===== src/inc/amcfm_pkg.sv =====
// constants, types and register map of the amplifier control and fault manager
package amcfm_pkg;
	// ************************************************************
	// register offsets and reset values
	// ************************************************************
	localparam logic [7:0] FLT_OFS     = 8'h02;
	localparam logic [7:0] DRES_OFS    = 8'h03;
	localparam logic [7:0] SWCTL_OFS   = 8'h0A;
	localparam logic [7:0] DIAGCTL_OFS = 8'h0B;
	localparam logic [7:0] OUTCTL_OFS  = 8'h0C;
	localparam logic [7:0] THR_OFS     = 8'h10;
	localparam logic [7:0] TSTAT_OFS   = 8'h13;
	localparam logic [7:0] THR_RST     = 8'h01;
	localparam logic [7:0] SWCTL_RST   = 8'h0D;
	localparam logic [7:0] DIAGCTL_RST = 8'h50;
	localparam logic [7:0] OUTCTL_RST  = 8'h16;
	localparam logic [7:0] THR_MASK    = 8'h9F;
	localparam logic [7:0] OUTCTL_MASK = 8'h16;
	// ************************************************************
	// field positions and codes
	// ************************************************************
	localparam int         THR_XTALK   = 2;
	localparam int         THR_PAUSE   = 3;
	localparam int         THR_STRETCH = 4;
	localparam int         THR_SLOWCM  = 7;
	localparam int         SW_PHASE    = 5;
	localparam int         SW_FOLDREP  = 7;
	localparam int         DG_CH1      = 1;
	localparam int         DG_DCSD     = 4;
	localparam int         DG_TWEET    = 5;
	localparam int         OUT_HIZ1    = 1;
	localparam int         OUT_MUTE    = 4;
	localparam int         OUT_RESET   = 7;
	localparam logic [1:0] CODE_BAD    = 2'b11;
	localparam logic [1:0] CLIP_TWEET  = 2'b00;
	localparam logic [1:0] CLIP_CLIP   = 2'b01;
	localparam logic [1:0] CLIP_THERMAL_WARN_PIN    = 2'b10;
	// ************************************************************
	// timing
	// ************************************************************
	localparam int CLK_HZ       = 50_000_000;
	localparam int PAUSE_MS     = 20;
	localparam int PAUSE_CYC    = PAUSE_MS * (CLK_HZ / 1000);
	localparam int DIAG_US      = 1000;
	localparam int DIAG_CYC     = DIAG_US * (CLK_HZ / 1_000_000);
	localparam int OC_US        = 100;
	localparam int OC_CYC       = OC_US * (CLK_HZ / 1_000_000);
	// ************************************************************
	// types
	// ************************************************************
	typedef enum logic [1:0] {ST_STANDBY, ST_HIZ, ST_MUTE, ST_PLAY} amcfm_state_t;
	typedef struct packed {
		logic       por;
		logic       uv;
		logic       ov;
		logic       thermal_warning;
		logic [1:0] ots;
		logic [1:0] fold;
		logic [1:0] clip;
		logic [1:0] cbc;
		logic [1:0] dc;
		logic [1:0] tweeter;
		logic [1:0] open;
		logic [1:0] short;
	} amcfm_sense_t;
	typedef struct packed {
		amcfm_state_t [1:0] state;
		logic [1:0]         hard_mute;
		logic               soft_mute;
		logic               slow_cm;
		logic [1:0]         dc_thresh;
		logic               xtalk;
		logic [1:0]         fs_sel;
		logic               phase_180;
		logic               diag_busy;
		logic [1:0]         diag_phase;
	} amcfm_ctl_t;
endpackage


===== src/hw/amcfm_i2c_slave.sv =====
// byte-level two-wire serial slave with register pointer and auto-increment
`timescale 1ns/1ps
module amcfm_i2c_slave #(
	parameter logic [6:0] DEV_ADDR = 7'h6C
) (
	input  wire logic       ref_clk,
	input  wire logic       rstn,
	input  wire logic       enable,
	input  wire logic       scl_in,
	input  wire logic       sda_in,
	output logic            sda_oe,
	output logic            wr_stb,
	output logic [7:0]      reg_addr,
	output logic [7:0]      wdata,
	input  wire logic [7:0] rdata
);
	typedef enum logic [2:0] {I_IDLE, I_DEV, I_REG, I_WDATA, I_RDATA} amcfm_i2c_st_t;
	amcfm_i2c_st_t st_reg;
	logic       scl_reg, sda_reg;
	logic [3:0] cnt_reg;
	logic [7:0] sh_reg, tx_reg;
	logic       wr_done_reg;
	wire        start_w = scl_in && scl_reg && sda_reg && !sda_in;
	wire        stop_w  = scl_in && scl_reg && !sda_reg && sda_in;
	wire        rise_w  = scl_in && !scl_reg;
	wire        fall_w  = !scl_in && scl_reg && (st_reg != I_IDLE);
	assign wdata = sh_reg;

	// bus sampling, kept alive while disabled so a start is not misread on wake
	always_ff @(posedge ref_clk or negedge rstn) begin
		if (!rstn) begin
			scl_reg <= 1'b1;
			sda_reg <= 1'b1;
		end else begin
			scl_reg <= scl_in;
			sda_reg <= sda_in;
		end
	end

	// protocol engine; in standby it is held idle and the data line floats
	always_ff @(posedge ref_clk or negedge rstn) begin
		if (!rstn) begin
			st_reg   <= I_IDLE;
			cnt_reg  <= 4'h0;
			sh_reg   <= 8'h00;
			tx_reg   <= 8'h00;
			sda_oe   <= 1'b0;
			wr_stb   <= 1'b0;
			reg_addr <= 8'h00;
			wr_done_reg <= 1'b0;
		end else begin
			wr_stb <= 1'b0;
			if (!enable) begin
				st_reg <= I_IDLE;
				sda_oe <= 1'b0;
			end else if (start_w) begin
				st_reg  <= I_DEV;
				cnt_reg <= 4'h0;
				sda_oe  <= 1'b0;
			end else if (stop_w) begin
				st_reg <= I_IDLE;
				sda_oe <= 1'b0;
			end else if (rise_w && st_reg != I_IDLE) begin
				if (cnt_reg < 4'h8)
					sh_reg <= {sh_reg[6:0], sda_in};
				else if (st_reg == I_RDATA && sda_in)
					st_reg <= I_IDLE; // master nack ends the read
				cnt_reg <= cnt_reg + 4'h1;
			end else if (fall_w) begin
				if (cnt_reg == 4'h8) begin
					case (st_reg)
						I_DEV: begin
							sda_oe <= (sh_reg[7:1] == DEV_ADDR);
							if (sh_reg[7:1] != DEV_ADDR)
								st_reg <= I_IDLE;
							else
								st_reg <= sh_reg[0] ? I_RDATA : I_REG;
						end
						I_REG: begin
							sda_oe   <= 1'b1;
							reg_addr <= sh_reg;
							st_reg   <= I_WDATA;
						end
						I_WDATA: begin
							sda_oe      <= 1'b1;
							wr_stb      <= 1'b1;
							wr_done_reg <= 1'b1;
						end
						I_RDATA: begin
							sda_oe   <= 1'b0;
							reg_addr <= reg_addr + 8'h01;
						end
						default: sda_oe <= 1'b0;
					endcase
				end else if (cnt_reg == 4'h9) begin
					cnt_reg <= 4'h0;
					if (st_reg == I_RDATA) begin
						tx_reg <= rdata;
						sda_oe <= ~rdata[7];
					end else begin
						sda_oe <= 1'b0;
					end
					// step only after a data byte, so the offset byte lands where it points
					if (wr_done_reg)
						reg_addr <= reg_addr + 8'h01;
					wr_done_reg <= 1'b0;
				end else if (st_reg == I_RDATA) begin
					sda_oe <= ~tx_reg[6];
					tx_reg <= {tx_reg[6:0], 1'b0};
				end
			end
		end
	end
endmodule // amcfm_i2c_slave


===== src/hw/amcfm_diag_seq.sv =====
// load-diagnostic phase sequencer: ground short, supply short, open/short, tweeter
`timescale 1ns/1ps
module amcfm_diag_seq #(
	parameter int PHASE_CYC = 50000,
	parameter int PAUSE_CYC = 1000000
) (
	input  wire logic       ref_clk,
	input  wire logic       rstn,
	input  wire logic       run,
	input  wire logic       stretch,
	input  wire logic       pause_en,
	output logic            busy,
	output logic [1:0]      phase
);
	typedef enum logic [1:0] {D_IDLE, D_RUN, D_GAP, D_DONE} amcfm_diag_st_t;
	amcfm_diag_st_t st_reg;
	logic [31:0]    cnt_reg;
	// the two short phases come first and are the ones that stretch
	wire  [31:0]    len_w   = (stretch && !phase[1]) ? 32'(4 * PHASE_CYC - 1) : 32'(PHASE_CYC - 1);
	wire            last_w  = (cnt_reg == len_w);
	wire            gapend_w = (cnt_reg == 32'(PAUSE_CYC - 1));
	assign busy = (st_reg == D_RUN) || (st_reg == D_GAP);

	// sequence runs once per enable; drop the enable to rerun
	always_ff @(posedge ref_clk or negedge rstn) begin
		if (!rstn) begin
			st_reg  <= D_IDLE;
			cnt_reg <= 32'd0;
			phase   <= 2'd0;
		end else if (!run) begin
			st_reg  <= D_IDLE;
			cnt_reg <= 32'd0;
			phase   <= 2'd0;
		end else begin
			cnt_reg <= cnt_reg + 32'd1;
			case (st_reg)
				D_IDLE: begin
					st_reg  <= D_RUN;
					cnt_reg <= 32'd0;
				end
				D_RUN: if (last_w) begin
					cnt_reg <= 32'd0;
					if (phase == 2'd3)
						st_reg <= D_DONE;
					else if (pause_en)
						st_reg <= D_GAP;
					else
						phase <= phase + 2'd1;
				end
				D_GAP: if (gapend_w) begin
					cnt_reg <= 32'd0;
					phase   <= phase + 2'd1;
					st_reg  <= D_RUN;
				end
				default: cnt_reg <= 32'd0;
			endcase
		end
	end
endmodule // amcfm_diag_seq


===== src/hw/amcfm_fault_mgr.sv =====
// control registers, status, fault latching and operating state of the two channels
`timescale 1ns/1ps
module amcfm_fault_mgr #(
	parameter logic [6:0] DEV_ADDR   = 7'h6C, // arbitrary bus address
	parameter int         PAUSE_CYCS = amcfm_pkg::PAUSE_CYC,
	parameter int         DIAG_CYCS  = amcfm_pkg::DIAG_CYC,
	parameter int         OC_CYCS    = amcfm_pkg::OC_CYC
) (
	input  wire logic                    ref_clk,
	input  wire logic                    rstn,
	input  wire logic                    standby_n,
	input  wire logic                    mute_n,
	input  wire logic                    scl_in,
	input  wire logic                    sda_in,
	output logic                         sda_oe,
	input  wire amcfm_pkg::amcfm_sense_t sense,
	output amcfm_pkg::amcfm_ctl_t        ctl,
	output logic                         fault_oe,
	output logic                         clip_warn_oe
);
	import amcfm_pkg::*;

	// ************************************************************
	// registers and bus
	// ************************************************************
	logic [7:0] thr_reg, sw_reg, dg_reg, out_reg, flt_reg, dres_reg;
	logic       wr_stb;
	logic [7:0] reg_addr, wdata, rdata;
	logic       diag_busy;
	logic [1:0] diag_phase;
	logic [1:0] oc_hit;
	amcfm_state_t [1:0] chan_next;

	// the serial port stops in standby and while the supply is below reset level
	wire i2c_en_w = standby_n && !sense.por;

	amcfm_i2c_slave #(.DEV_ADDR(DEV_ADDR)) u_i2c (
		.ref_clk  (ref_clk),
		.rstn     (rstn),
		.enable   (i2c_en_w),
		.scl_in   (scl_in),
		.sda_in   (sda_in),
		.sda_oe   (sda_oe),
		.wr_stb   (wr_stb),
		.reg_addr (reg_addr),
		.wdata    (wdata),
		.rdata    (rdata)
	);

	// write decode
	wire wr_thr  = wr_stb && (reg_addr == THR_OFS);
	wire wr_sw   = wr_stb && (reg_addr == SWCTL_OFS);
	wire wr_dg   = wr_stb && (reg_addr == DIAGCTL_OFS);
	wire wr_out  = wr_stb && (reg_addr == OUTCTL_OFS);
	wire wr_flt  = wr_stb && (reg_addr == FLT_OFS);
	wire wr_dres = wr_stb && (reg_addr == DRES_OFS);
	// deep sleep, supply collapse or the reset bit bring every register back to default
	wire clr_all = !standby_n || sense.por || (wr_out && wdata[OUT_RESET]);

	// a refused code leaves the previous selection in place
	wire [1:0] thr_code = (wdata[1:0] == CODE_BAD) ? thr_reg[1:0] : wdata[1:0];
	wire [1:0] fs_code  = (wdata[1:0] == CODE_BAD) ? sw_reg[1:0] : wdata[1:0];

	wire [7:0] thr_next  = clr_all ? THR_RST : wr_thr ? ({wdata[7:2], thr_code} & THR_MASK) : thr_reg;
	wire [7:0] sw_next   = clr_all ? SWCTL_RST : wr_sw ? {wdata[7:2], fs_code} : sw_reg;
	wire [7:0] dg_next   = clr_all ? DIAGCTL_RST : wr_dg ? wdata : dg_reg;
	wire [7:0] out_next  = clr_all ? OUTCTL_RST : wr_out ? (wdata & OUTCTL_MASK) : out_reg;

	// ************************************************************
	// fault latching
	// ************************************************************
	// bit order: ots2 ots1 dc2 dc1 oc2 oc1 ov uv; writing a one clears, a new event wins
	wire [7:0] flt_set  = {sense.ots, sense.dc & {2{dg_reg[DG_DCSD]}}, oc_hit, sense.ov, sense.uv};
	wire [7:0] flt_clr  = wr_flt ? wdata : 8'h00;
	wire [7:0] flt_next = clr_all ? 8'h00 : ((flt_reg & ~flt_clr) | flt_set);
	// diagnostic results latch only while the sequencer runs
	wire [7:0] dres_set  = diag_busy ? {4'h0, sense.short, sense.open} : 8'h00;
	wire [7:0] dres_next = clr_all ? 8'h00 : ((dres_reg & ~(wr_dres ? wdata : 8'h00)) | dres_set);

	wire       ots_any  = |flt_reg[7:6];
	wire       supply_f = |flt_reg[1:0];
	// foldback is live, shutdown is the latched copy
	wire [7:0] tstat_w  = {1'b0, flt_reg[7:6], 2'b00, sense.fold, 1'b0};

	// register registers; the register map is only reached through the serial port
	always_ff @(posedge ref_clk or negedge rstn) begin
		if (!rstn) begin
			thr_reg  <= THR_RST;
			sw_reg   <= SWCTL_RST;
			dg_reg   <= DIAGCTL_RST;
			out_reg  <= OUTCTL_RST;
			flt_reg  <= 8'h00;
			dres_reg <= 8'h00;
		end else begin
			thr_reg  <= thr_next;
			sw_reg   <= sw_next;
			dg_reg   <= dg_next;
			out_reg  <= out_next;
			flt_reg  <= flt_next;
			dres_reg <= dres_next;
		end
	end

	// read mux; unmapped offsets read as zero
	assign rdata = (reg_addr == THR_OFS)     ? thr_reg :
	               (reg_addr == TSTAT_OFS)   ? tstat_w :
	               (reg_addr == SWCTL_OFS)   ? sw_reg :
	               (reg_addr == DIAGCTL_OFS) ? dg_reg :
	               (reg_addr == OUTCTL_OFS)  ? out_reg :
	               (reg_addr == FLT_OFS)     ? flt_reg :
	               (reg_addr == DRES_OFS)    ? dres_reg : 8'h00;

	// ************************************************************
	// diagnostics
	// ************************************************************
	wire diag_run = |dg_reg[DG_CH1 +: 2];

	amcfm_diag_seq #(.PHASE_CYC(DIAG_CYCS), .PAUSE_CYC(PAUSE_CYCS)) u_diag (
		.ref_clk  (ref_clk),
		.rstn     (rstn),
		.run      (diag_run),
		.stretch  (thr_reg[THR_STRETCH]),
		.pause_en (thr_reg[THR_PAUSE]),
		.busy     (diag_busy),
		.phase    (diag_phase)
	);

	// ************************************************************
	// per channel: overcurrent timer and operating state
	// ************************************************************
	for (genvar g = 0; g < 2; g++) begin : g_ch
		logic [31:0] oc_cnt_reg;
		wire         chan_lat = flt_reg[2 + g] || flt_reg[4 + g];
		// limiting that lasts for the whole timer becomes a latched overcurrent
		always_ff @(posedge ref_clk or negedge rstn) begin
			if (!rstn)
				oc_cnt_reg <= 32'd0;
			else if (!sense.cbc[g])
				oc_cnt_reg <= 32'd0;
			else if (oc_cnt_reg != 32'(OC_CYCS))
				oc_cnt_reg <= oc_cnt_reg + 32'd1;
		end
		assign oc_hit[g] = sense.cbc[g] && (oc_cnt_reg == 32'(OC_CYCS - 1));
		// standby beats Hi-Z beats mute beats play
		assign chan_next[g] = (!standby_n || sense.por || ots_any) ? ST_STANDBY :
		                      (supply_f || chan_lat || out_reg[OUT_HIZ1 + g]) ? ST_HIZ :
		                      (out_reg[OUT_MUTE] || !mute_n) ? ST_MUTE : ST_PLAY;
	end

	// ************************************************************
	// pins and outputs
	// ************************************************************
	wire [1:0] clip_cfg = sw_reg[3:2];
	wire       tweet_w  = dg_reg[DG_TWEET] && diag_busy && (|sense.tweeter);
	wire       warn_w   = ((clip_cfg != CLIP_TWEET && clip_cfg != CLIP_THERMAL_WARN_PIN) && (|sense.clip)) ||
	                      ((clip_cfg != CLIP_TWEET && clip_cfg != CLIP_CLIP) && sense.thermal_warning) ||
	                      (sw_reg[SW_FOLDREP] && (|sense.fold)) || tweet_w;
	// any fault that forces Hi-Z or standby pulls the alert line
	wire       fault_w  = sense.por || (|flt_reg);
	// hard mute skips the ramp for reset, overtemperature and channel faults
	wire [1:0] hmute_w  = {2{sense.por || ots_any}} | flt_reg[3:2] | flt_reg[5:4] | flt_set[3:2] | flt_set[5:4];

	wire amcfm_ctl_t ctl_next = '{
		state:      chan_next,
		hard_mute:  hmute_w,
		soft_mute:  !mute_n,
		slow_cm:    thr_reg[THR_SLOWCM],
		dc_thresh:  thr_reg[1:0],
		xtalk:      thr_reg[THR_XTALK],
		fs_sel:     sw_reg[1:0],
		phase_180:  sw_reg[SW_PHASE],
		diag_busy:  diag_busy,
		diag_phase: diag_phase
	};

	// every top output leaves from a flop
	always_ff @(posedge ref_clk or negedge rstn) begin
		if (!rstn) begin
			ctl          <= '{state: '{ST_STANDBY, ST_STANDBY}, dc_thresh: THR_RST[1:0],
			                  fs_sel: SWCTL_RST[1:0], default: '0};
			fault_oe     <= 1'b0;
			clip_warn_oe <= 1'b0;
		end else begin
			ctl          <= ctl_next;
			fault_oe     <= fault_w;
			clip_warn_oe <= warn_w;
		end
	end
endmodule // amcfm_fault_mgr


===== config.mk =====
export PLATFORM = sky130hd
export DESIGN_NAME = amcfm_fault_mgr
export DESIGN_NICKNAME = d
export VERILOG_FILES = /design/src/inc/amcfm_pkg.sv /design/src/hw/amcfm_i2c_slave.sv /design/src/hw/amcfm_diag_seq.sv /design/src/hw/amcfm_fault_mgr.sv
export SDC_FILE = /design/constraint.sdc
export NUM_CORES = 1
export LEC_CHECK = 0
export ABC_AREA = 1
export ABC_CLOCK_PERIOD_IN_PS = 1800
export BUFFER_PORTS_ARGS = -buffer_cell sky130_fd_sc_hd__buf_2
export CORE_ASPECT_RATIO = 1.5
export CORE_MARGIN = 2
export CORE_UTILIZATION = 35
export CTS_CLUSTER_SIZE = 30
export DETAILED_ROUTE_END_ITERATION = 8
export GPL_ROUTABILITY_DRIVEN = 0
export SLEW_MARGIN = 20
export SYNTH_ARGS = -nofsm -noshare
export SYNTH_HDL_FRONTEND = slang
export SYNTH_SLANG_ARGS = --single-unit

===== constraint.sdc =====
create_clock -name ref_clk -period 1.8 [get_ports ref_clk]
set_input_delay 0.36 -clock ref_clk [delete_from_list [all_inputs] [get_ports ref_clk]]
set_output_delay 0.36 -clock ref_clk [all_outputs]
set_load 0.02 [all_outputs]

* After elaboration in Yosys (flattened, before gate mapping)
Cells that the tools add are included.
Operators by class: $add $sub $neg 6, magnitude comparators 1, equal/unequal tests 49, multiplexer cells 91, bitwise operators 17, reduce and logical (&&, ||, !) cells 82
Operators by type and width (number):
- 32-bit 2-to-1 mux | 7
- 8-bit 2-to-1 mux | 22
- 32-bit by 1-bit adder with 32-bit output, second input constant | 3
- 32-bit by 13-bit == test with 1-bit output, second input constant | 2
- 32-bit by 13-bit inequality test with 1-bit output, second input constant | 2
- 32-bit one-hot mux with 2 select lines | 1
- 32-bit by 20-bit == test with 1-bit output, second input constant | 1
- 32-bit == test | 1
- 2-bit 2-to-1 mux | 15
- 3-bit 2-to-1 mux | 10
- 1-bit logical AND | 28
- 4-bit 2-to-1 mux | 7
- 8-bit by 4-bit == test with 1-bit output, second input constant | 3
- 7-bit 2-to-1 mux | 3
- 1-bit 2-to-1 mux | 20
- 5-bit inequality test, second input constant | 4
- 5-bit AND reduction | 4
- 18-bit 2-to-1 mux | 1
- 8-bit bitwise AND | 2
- 8-bit by 2-bit == test with 1-bit output, second input constant | 2
- 8-bit by 5-bit == test with 1-bit output, second input constant | 2
- 1-bit logical OR | 16
- 4-bit inequality test, second input constant | 4
- 8-bit NOT | 2
- other kinds (39) | 84
Storage, ports and cells: bits in registers 202, output and inout port bits 20, logic and storage cells 282

* Logic depth before layout (Yosys ltp)
Gate-level depths: netlist of run 1.
depth after elaboration 17, gate-level depth with buffers 13, gate-level depth less buffers 13

* Modules after synthesis
A second synthesis of run 1 with hierarchy kept.
Unflattened totals: cells, all modules 1520, area, all modules 11400.9 um2
By module, submodules not included:
- amcfm_fault_mgr | times used 1, cells each 914, area each 6939.2 um2, seq. area each 3116.7 um2
- amcfm_diag_seq | times used 1, cells each 314, area each 2313.5 um2, seq. area each 900.9 um2
- amcfm_i2c_slave | times used 1, cells each 292, area each 2148.3 um2, seq. area each 878.3 um2

* Worst setup path before layout of run 1
OpenSTA, ideal clock, no wires.
kind reg-to-reg, from register u_i2c.reg_addr[0], to register dg_reg[0], data arrival time 1.557 ns, path slack 0.125 ns, cell stages (with the launch flop) 12, clock period less this slack 1.675 ns, cell sequence dfrtp_1 -> inv_1 -> ha_1 -> inv_1 -> nor2_2 -> nand3_2 -> o21ai_4 -> inv_2 -> nand2_2 -> inv_2 -> a21oi_1 -> inv_1
On the way: cells in the longest elaborated chain, start to end 5, elaborated cells on any way between the ends 8, classes of those cells eq/ne (2); mux (1); reduce/logical (5)
RTL lines:
- start: declaration | RTL line amcfm_i2c_slave.sv:13 | output logic [7:0] reg_addr,
- start signal: assignment | RTL line amcfm_i2c_slave.sv:81 | reg_addr <= sh_reg;
- start signal: assignment | RTL line amcfm_i2c_slave.sv:91 | reg_addr <= reg_addr + 8'h01;
- start signal: assignment | RTL line amcfm_i2c_slave.sv:105 | reg_addr <= reg_addr + 8'h01;
- 8-bit by 4-bit == test with 1-bit output | RTL line amcfm_fault_mgr.sv:54 | wire wr_out = wr_stb && (reg_addr == OUTCTL_OFS);
- 1-bit logical AND | RTL line amcfm_fault_mgr.sv:54
- 1-bit logical AND | RTL line amcfm_fault_mgr.sv:58 | wire clr_all = !standby_n || sense.por || (wr_out && wdata[OUT_RESET]);
- 1-bit logical OR | RTL line amcfm_fault_mgr.sv:58
- 8-bit 2-to-1 mux / 2-bit nonzero test (equally long branches)
- end signal: assignment | RTL line amcfm_fault_mgr.sv:97 | dg_reg <= dg_next;
- end: declaration | RTL line amcfm_fault_mgr.sv:26 | logic [7:0] thr_reg, sw_reg, dg_reg, out_reg, flt_reg, dres_reg;
Parallel ways exist; a longest one is shown, timed or not. A chain may end at the register's enable or synchronous reset.

* Final worst setup path of run 1
from register u_i2c.reg_addr[5], to register sw_reg[0]
On the way: cells in the longest elaborated chain, start to end 6, elaborated cells on any way between the ends 10, classes of those cells eq/ne (3); mux (1); reduce/logical (6)
RTL lines:
- 8-bit by 4-bit == test with 1-bit output | RTL line amcfm_fault_mgr.sv:54
- 1-bit logical AND | RTL line amcfm_fault_mgr.sv:54
- 1-bit logical AND | RTL line amcfm_fault_mgr.sv:58
- 1-bit logical OR | RTL line amcfm_fault_mgr.sv:58
- 2-bit inequality test (no source line) / 2-bit nonzero test (equally long branches)
- 2-bit AND reduction (no source line)
- end signal: assignment | RTL line amcfm_fault_mgr.sv:96 | sw_reg <= sw_next;
- end: declaration | RTL line amcfm_fault_mgr.sv:26
Parallel ways exist; a longest one is shown, timed or not.

==> impl_metrics.env, run 1 <==
export IMPL_crit_path_max_fanout=7
export IMPL_arrival_ps=2120
export IMPL_hold_violations=0
export IMPL_wirelength_um=28500
export IMPL_syn_instance_count=1406
export IMPL_clockPowerShare=0.421
export IMPL_clkSinkCount=195
export IMPL_async_flop_share=1.00
export IMPL_ant_nets=0
export IMPL_yosysTopAreaCell="dfrtp_1"
export IMPL_min_delay_start="scl_in"
export IMPL_outcome="complete, no violations"
export IMPL_flow_area_growth_from_synthesis_pct=21.8
export IMPL_synth_area_leaders="dfrtp_1 (43%), nand2_1 (12%), nor2_1 (8.5%)"
export IMPL_drive_gt1_frac=0.172
export IMPL_required_ps=2180
export IMPL_grt_usage=0.182
export IMPL_p_leak_uw=0.00583
export IMPL_largest_register_ffs=64
export IMPL_synth_nets=1447
export IMPL_fmax_mhz=576
export IMPL_nets=1578
export IMPL_grt_antenna_before_repair=2
export IMPL_slew_violations=0
export IMPL_whs_ps=37.7
export IMPL_syn_area_um2=10500
export IMPL_start_util=0.356
export IMPL_rsz0062_at_grt="yes"
export IMPL_critPathKind="flop to flop"
export IMPL_cp_start_kind="flop"
export IMPL_whs_endpoint="u_i2c.scl_reg"
export IMPL_avgViaCountPerCell=4.92
export IMPL_period_needed_ps=1740
export IMPL_synth_cell_types=44
export IMPL_pwr_share_comb=0.098
export IMPL_numCtsBuffers=17
export IMPL_ff2ff_path_depth=9
export IMPL_drc=0
export IMPL_switching_share=0.263
export IMPL_synth_top_area_share=0.433
export IMPL_clkLatencyLatePin_ps=450
export IMPL_cts_tree="yes"
export IMPL_min_path_type="primary input to flop"
export IMPL_power_uw=9630
export IMPL_die_h_um=216
export IMPL_io_buffers=45
export IMPL_synth_edf_count=0
export IMPL_worst_pin_slew_ps=531
export IMPL_synth_seq_cells=195
export IMPL_yosysWarnings=0
export IMPL_p_seq_frac=0.481
export IMPL_firstDrtPassIters=5
export IMPL_final_cell_mix="nand2_1 (314), nor2_1 (214), dfrtp_1 (180)"
export IMPL_htreeDepth=4
export IMPL_dieArea_um2=31500
export IMPL_place_area_um2=11700
export IMPL_drtIter0Drc=534
export IMPL_post_drt_wl_per_cell_um=14.7
export IMPL_final_common_cell="nand2_1"
export IMPL_fin_skew_ps=12.9
export IMPL_setup_viol=0
export IMPL_postLayoutCellArea_um2=12800
export IMPL_diodes=0
export IMPL_pin_count=46
export IMPL_fp_coreArea_um2=29600
export IMPL_vias=9578
export IMPL_cts_clk_slew_worst_paths_ps=70
export IMPL_avgSynthCellArea_um2=7.48
export IMPL_root_buffer="clkbuf_16"
export IMPL_maxCapViolations=0
export IMPL_power_internal_uw=7100
export IMPL_reg2reg_slack_ps=60
export IMPL_period_share=0.964
export IMPL_endpoint_kind="flop"
export IMPL_ys_seq_area_frac=0.466
export IMPL_switchingPower_uw=2530
export IMPL_grt_pass1_vias=9678
export IMPL_dp_hpwl_um=21200
export IMPL_peakVddDrop_mv=0.563
export IMPL_nFillCells=3024
export IMPL_grt_pass1_wl_um=46300
export IMPL_grt_max_degree=52
export IMPL_r2r_start="u_i2c.reg_addr[5]"
export IMPL_power_density_nw_per_um2=752
export IMPL_num_rows=77
export IMPL_min_path_cells=1
export IMPL_grt_remaining_overflow=0
export IMPL_rr_endpoint="sw_reg[0]"
export IMPL_clock_path_buffers=2
export IMPL_relSlewSlack=0.643
export IMPL_fp_dieW_um=146
export IMPL_synth_top_flop_cell="dfrtp_1"
## critical path, cell delays in order (launching register included)
cell and delay (ps):
dfrtp_1 410, nor2_2 180, nand2_4 100, inv_4 110, nand3_2 120, o21ai_4 280
buf_6 180, buf_6 100, nor2_1 50, o21ai_1 120
## power groups by stage
stage / clock network (uW) / registers (uW) / logic [uW]
after floorplan: 0 / 4720 / 425
after global placement: 0 / 4710 / 869
after detailed placement: 0 / 4710 / 881
after CTS: 4150 / 4630 / 896
after global routing: 4330 / 4650 / 1070
final: 4060 / 4630 / 945
## repair_timing
action                                  CTS  global route
buffers inserted                          0            10
hold buffers                              1             0
endpoints found under the setup margin    2           106
gates cloned                              0             3
hold endpoints to repair                 29             0
gates resized for setup                   2           101
pin swaps                                 1            25
## how the worst max path moves through the flow
stage,from,to,slack (ps),cells after the start
floorplan,u_i2c.reg_addr[0],dg_reg[0],130,11
global placement,u_i2c.reg_addr[0],thr_reg[1],70,11
detailed placement,u_i2c.reg_addr[0],sw_reg[0],20,10
CTS,u_i2c.reg_addr[0],dg_reg[4],10,11
global route,u_i2c.reg_addr[0],thr_reg[1],-80,11
finish,u_i2c.reg_addr[5],sw_reg[0],60,9
## layer usage
metal	vias up	part of all wire	track usage
met5	-	0.00081	0
met4	4	0.035	0.0869
met3	60	0.031	0.0349
met2	164	0.51	0.328
met1	4521	0.42	0.206
li1	4829	-	-
## per-stage QoR
| stage | util | worst slack [ps] | cells | setup TNS [ps] |
|---|---|---|---|---|
| global placement | 0.397 | 66.3 | 1899 | 0 |
| global route | 0.433 | -75.9 | 1945 | -603 |
| finish | 0.433 | 64.5 | 1945 | 0 |
| CTS | 0.419 | 10.8 | 1932 | 0 |
| floorplan | - | 125 | 1406 | 0 |
| detailed placement | 0.397 | 20.4 | 1899 | 0 |
## synth_stat cells, types with 2 or more instances
cell      instances
inv_1           167
o211ai_1          6
dfstp_2          13
o21ai_0          85
o21ai_1           3
nor3b_1           5
o31ai_1           4
or2_2             2
nand4_1          35
nand2_1         324
o221ai_1          2
ha_1             15
clkinv_1          4
o22ai_1           4
nand2_2           5
xnor2_1           8
o21a_1            3
inv_2             3
nand3b_1          4
clkbuf_1         10
xor2_1           35
nor3_1           49
nor4_1           10
buf_4             3
nor2_2            9
a31oi_1           7
buf_2             3
nor2_1          239
dfrtp_1         182
nand3_1          84
a21oi_1          70
## cell type report
type | instances | area (um^2) | area share
clock buffer | 20 | 447 | 0.0349
clock inverter | 12 | 169 | 0.0132
inverter | 174 | 667 | 0.0521
multi-input combinational | 1022 | 5170 | 0.403
sequential | 195 | 4900 | 0.382
tap | 395 | 494 | 0.0386
timing repair buffer | 127 | 966 | 0.0754
## logic make-up after synthesis
group | synth area share
DFF | 0.466
AOI/OAI and AO/OA | 0.0992
and+or+nand+nor | 0.312
adders and majority gates | 0.0178
buffers and inverters | 0.0693
xor gates and xnor gates | 0.0358
Power figures use the tool's default switching activity.
==> run 2: changes to the inputs <==
--- a/config.mk
+++ b/config.mk
@@ -10,10 +10,12 @@
 export BUFFER_PORTS_ARGS = -buffer_cell sky130_fd_sc_hd__buf_2
 export CORE_ASPECT_RATIO = 1.5
 export CORE_MARGIN = 2
-export CORE_UTILIZATION = 35
+export CORE_UTILIZATION = 50
+export CTS_BUF_LIST = sky130_fd_sc_hd__clkbuf_4
 export CTS_CLUSTER_SIZE = 30
 export DETAILED_ROUTE_END_ITERATION = 8
 export GPL_ROUTABILITY_DRIVEN = 0
+export PLACE_DENSITY = 0.69
 export SLEW_MARGIN = 20
 export SYNTH_ARGS = -nofsm -noshare
 export SYNTH_HDL_FRONTEND = slang
==> run 2 against run 1 <==
Compared with the run above: non-clock buffer count rose by 25; largest power group unchanged; fmax fell by 0.71%; clock power fell by 46%; via count rose by 3.0%; combinational power rose by 6%; die area fell by 29%.
==> impl_metrics.env, run 2 (synthesis results as in run 1) <==
export IMPL_outcome="complete, no violations"
export IMPL_drc=0
export IMPL_io_buffers=45
export IMPL_fin_skew_ps=29.4
export IMPL_peakVddDrop_mv=0.449
export IMPL_grt_pass1_vias=9486
export IMPL_avgViaCountPerCell=5.35
export IMPL_fp_dieW_um=122
export IMPL_crit_chain="inv_1, ha_1, inv_1, nor2_2, nand3_2, o21ai_4, buf_12, buf_8, nor3_1, a21oi_2, inv_1"
export IMPL_p_leak_uw=0.00579
export IMPL_fmax_mhz=572
export IMPL_hold_violations=0
export IMPL_ant_nets=0
export IMPL_switching_share=0.299
export IMPL_root_buffer="clkbuf_4"
export IMPL_grt_pass1_wl_um=44900
export IMPL_vias=9867
export IMPL_critPathBufInv=5
export IMPL_post_route_util=0.605
export IMPL_p_seq_frac=0.591
export IMPL_dieArea_um2=22200
export IMPL_worst_pin_slew_ps=435
export IMPL_clkLatencyLatePin_ps=610
export IMPL_dp_hpwl_um=20300
export IMPL_critPathKind="flop to flop"
export IMPL_grt_antenna_before_repair=1
export IMPL_power_internal_uw=5490
export IMPL_numCtsBuffers=17
export IMPL_period_needed_ps=1750
export IMPL_slew_violations=0
export IMPL_cts_clk_slew_worst_paths_ps=160
export IMPL_num_rows=65
export IMPL_switchingPower_uw=2350
export IMPL_slowest_delay_ps=450
export IMPL_wirelength_um=27500
export IMPL_min_path_type="primary input to flop"
export IMPL_nets=1602
export IMPL_multi_input_area_um2=5210
export IMPL_cp_start_kind="flop"
export IMPL_setup_viol=0
export IMPL_final_cell_mix="nand2_1 (310), nor2_1 (214), dfrtp_1 (178)"
export IMPL_rsz0062_at_grt="yes"
export IMPL_crit_path_max_fanout=11
export IMPL_grt_max_degree=45
export IMPL_largest_register_ffs=64
export IMPL_final_common_cell="nand2_1"
export IMPL_pwr_share_comb=0.128
export IMPL_seq_area_um2=4900
export IMPL_crit_top_cell="inv_1"
export IMPL_maxCapViolations=0
export IMPL_power_density_nw_per_um2=622
export IMPL_drtIter0Drc=617
export IMPL_flow_area_growth_from_synthesis_pct=19.8
export IMPL_clock_path_buffers=2
export IMPL_required_ps=2320
export IMPL_post_drt_wl_per_cell_um=14.9
export IMPL_crit_path_top_delay_cell="dfrtp_1"
export IMPL_start_util=0.505
export IMPL_clockPowerShare=0.282
export IMPL_pin_count=46
export IMPL_grt_usage=0.254
export IMPL_power_uw=7840
export IMPL_htreeDepth=4
export IMPL_die_h_um=182
export IMPL_drive_gt1_frac=0.180
export IMPL_grt_remaining_overflow=0
export IMPL_period_share=0.971
export IMPL_crit_family="buffers and inverters"
export IMPL_firstDrtPassIters=6
export IMPL_relSlewSlack=0.710
export IMPL_endpoint_kind="flop"
export IMPL_clkSinkCount=195
export IMPL_arrival_ps=2260
export IMPL_nFillCells=1946
export IMPL_cts_tree="yes"
export IMPL_fp_coreArea_um2=20800
## run 2: per-stage QoR
stage	setup TNS [ps]	hold WS [ps]	cell area, um^2	setup WS [ps]	cells
after global routing	-695	38.8	12600	-55.6	1844
after floorplan	0	64.4	10500	125	1406
after detailed placement	-40.6	340	11600	-34.7	1768
after global placement	-11.9	334	11600	-11.9	1768
after CTS	0	0.606	12000	10.9	1819
final	0	65.2	12600	52.1	1844
## run 2: power by group through the flow
| stage | registers, uW | logic, uW | clock network (uW) |
|---|---|---|---|
| floorplan | 4720 | 425 | 0 |
| global placement | 4700 | 849 | 0 |
| detailed placement | 4700 | 858 | 0 |
| CTS | 4620 | 893 | 2290 |
| global route | 4650 | 1120 | 2460 |
| finish | 4630 | 1000 | 2210 |
## run 2: per-layer routing
| metal | global-route usage | wire length, um | vias to the layer above |
|---|---|---|---|
| met2 | 0.452 | 14500 | 236 |
| met1 | 0.301 | 11100 | 4681 |
| met4 | 0.100 | 763 | 0 |
| met5 | 0 | 0 | - |
| li1 | - | - | 4890 |
| met3 | 0.0430 | 1120 | 60 |
## run 2: worst paths after layout
check	from	end	slack, ps	cells past startpoint
worst min register to register	thr_reg[0]	ctl[7]	400	0
worst min-delay path	sense[8]	g_ch[0].oc_cnt_reg[13]	70	3
min in group asynchronous	rstn	thr_reg[7]	250	2
max in group asynchronous	rstn	u_diag.cnt_reg[4]	930	3
worst max register to register	u_i2c.reg_addr[1]	dg_reg[0]	50	11
worst max-delay path	u_i2c.reg_addr[1]	dg_reg[0]	50	11
## run 2: timing repair
action,CTS,global route
gates resized for setup,3,108
setup endpoints to repair,5,119
hold buffers,15,1
cloned,0,2
pin swaps,1,23
buffers inserted,4,20
hold endpoints to repair,55,1
## run 2: tightest hold or removal path: cells and delay by family
kind | cells | cell delay (ps)
buf+inv | 2 | 180
simple gates | 1 | 110
## run 2: cell type report
class	instances	share of cell area
multi-input combinational	1021	0.413
sequential	195	0.389
tap	268	0.0266
inverter	174	0.0528
clock inverter	14	0.00914
antenna	2	0.000397
timing repair buffer	152	0.0978
clock buffer	18	0.0107
==> run 3: changes to the inputs <==
--- a/config.mk
+++ b/config.mk
@@ -16,6 +16,7 @@
 export DETAILED_ROUTE_END_ITERATION = 8
 export GPL_ROUTABILITY_DRIVEN = 0
 export PLACE_DENSITY = 0.69
+export RECOVER_POWER = 100
 export SLEW_MARGIN = 20
 export SYNTH_ARGS = -nofsm -noshare
 export SYNTH_HDL_FRONTEND = slang
==> run 3 against run 2 <==
Compared with the run above: the flow now finishes with violations (design-rule violations); via count is 0.27% higher; clock skew is 1.8 ps higher; global-route usage stayed put; register-to-register slack hardly changed; largest cell class unchanged; highest routed layer unchanged.
==> impl_metrics.env, run 3 (synthesis results as in run 1) <==
export IMPL_outcome="finished, violations left"
export IMPL_violations="design-rule violations"
export IMPL_peakVddDrop_mv=0.450
export IMPL_endpoint_kind="flop"
export IMPL_drive_gt1_frac=0.161
export IMPL_avgViaCountPerCell=5.37
export IMPL_start_util=0.505
export IMPL_final_cell_mix="nand2_1 (310), nor2_1 (217), dfrtp_1 (178)"
export IMPL_clock_path_buffers=2
export IMPL_p_leak_uw=0.00570
export IMPL_whs_ps=68.4
export IMPL_htreeDepth=4
export IMPL_drc=2
export IMPL_num_rows=65
export IMPL_post_route_util=0.601
export IMPL_largest_register_ffs=64
export IMPL_final_common_cell="nand2_1"
export IMPL_cp_start_kind="flop"
export IMPL_critPathKind="flop to flop"
export IMPL_fp_coreArea_um2=20800
export IMPL_io_buffers=45
export IMPL_grt_remaining_overflow=0
export IMPL_dp_hpwl_um=20300
export IMPL_ant_nets=0
export IMPL_hold_violations=0
export IMPL_firstDrtPassIters=7
export IMPL_power_density_nw_per_um2=624
export IMPL_pin_count=46
export IMPL_dieArea_um2=22200
export IMPL_min_path_type="primary input to flop"
export IMPL_cts_tree="yes"
export IMPL_flow_area_growth_from_synthesis_pct=19.1
export IMPL_slew_violations=0
export IMPL_arrival_ps=2260
export IMPL_setup_viol=0
export IMPL_place_area_um2=11600
export IMPL_power_uw=7820
export IMPL_grt_pass1_wl_um=44900
export IMPL_numCtsBuffers=17
export IMPL_relSlewSlack=0.143
export IMPL_grt_max_degree=45
export IMPL_cts_clk_slew_worst_paths_ps=160
export IMPL_nFillCells=1964
export IMPL_rsz0062_at_grt="yes"
export IMPL_die_h_um=182
export IMPL_fmax_mhz=573
export IMPL_nets=1602
export IMPL_required_ps=2320
export IMPL_vias=9894
export IMPL_grt_usage=0.254
export IMPL_worst_pin_slew_ps=1290
export IMPL_fin_skew_ps=31.2
export IMPL_fp_dieW_um=122
export IMPL_crit_path_max_fanout=11
export IMPL_postLayoutCellArea_um2=12500
export IMPL_maxCapViolations=0
export IMPL_grt_pass1_vias=9486
export IMPL_period_needed_ps=1750
export IMPL_post_drt_wl_per_cell_um=14.9
export IMPL_clkLatencyLatePin_ps=610
export IMPL_root_buffer="clkbuf_4"
export IMPL_period_share=0.970
export IMPL_grt_antenna_before_repair=1
export IMPL_finalSetupTns_ps=0
export IMPL_wirelength_um=27500
export IMPL_clkSinkCount=195
export IMPL_drtIter0Drc=628
## run 3: area by class of cell
class	count	area, um^2	share of cell area
repair buffers	152	1170	0.0934
inverters	174	664	0.0531
diodes	2	5.00	0.000400
well taps	268	335	0.0268
clock buffers	18	135	0.0108
multi-input cells	1021	5190	0.415
clock inverters	14	115	0.00920
flip-flops and latches	195	4900	0.392
## run 3: stage by stage
step,setup WS [ps],std cells
after floorplan,125,1406
after global placement,-11.9,1768
final,53.7,1844
after detailed placement,-34.7,1768
after CTS,10.9,1819
after global routing,-55.6,1844
## run 3: final timing paths
kind | startpoint | to | slack, ps | cells after the start
setup / recovery | u_i2c.reg_addr[1] | dg_reg[0] | 50 | 11
hold / removal | sense[8] | g_ch[0].oc_cnt_reg[13] | 70 | 3
setup reg to reg | u_i2c.reg_addr[1] | dg_reg[0] | 50 | 11
hold reg to reg | sw_reg[1] | ctl[5] | 400 | 0
max in group asynchronous | rstn | u_diag.cnt_reg[4] | 220 | 3
min in group asynchronous | rstn | u_diag.cnt_reg[25] | 550 | 2
## run 3: metal layers
| layer | routed length, um | vias to the layer above | track usage |
|---|---|---|---|
| met3 | 1180 | 57 | 0.0430 |
| met1 | 11000 | 4685 | 0.301 |
| met5 | 0 | - | 0 |
| met2 | 14500 | 262 | 0.452 |
| met4 | 722 | 0 | 0.100 |
| li1 | - | 4890 | - |
## run 3: repair_timing
item / CTS / global route
cloned: 0 / 2
endpoints found under the hold margin: 55 / 1
pin swaps: 1 / 23
resized for setup: 3 / 108
buffers inserted: 4 / 20
setup endpoints to repair: 5 / 119
hold buffers: 15 / 1
## run 3: power breakdown
group	leakage [uW]	switching [uW]	internal (uW)
logic	0.00297	631	352
registers	0.00260	104	4520
clock network	0.000132	1610	601
## run 3: critical path: stages, from the launching register on
cell	delay, ps
dfrtp_1	450
inv_1	90
ha_1	140
inv_1	50
nor2_2	130
nand3_2	120
o21ai_4	170
buf_12	150
buf_8	130
nor3_1	60
a21oi_2	120
inv_1	50
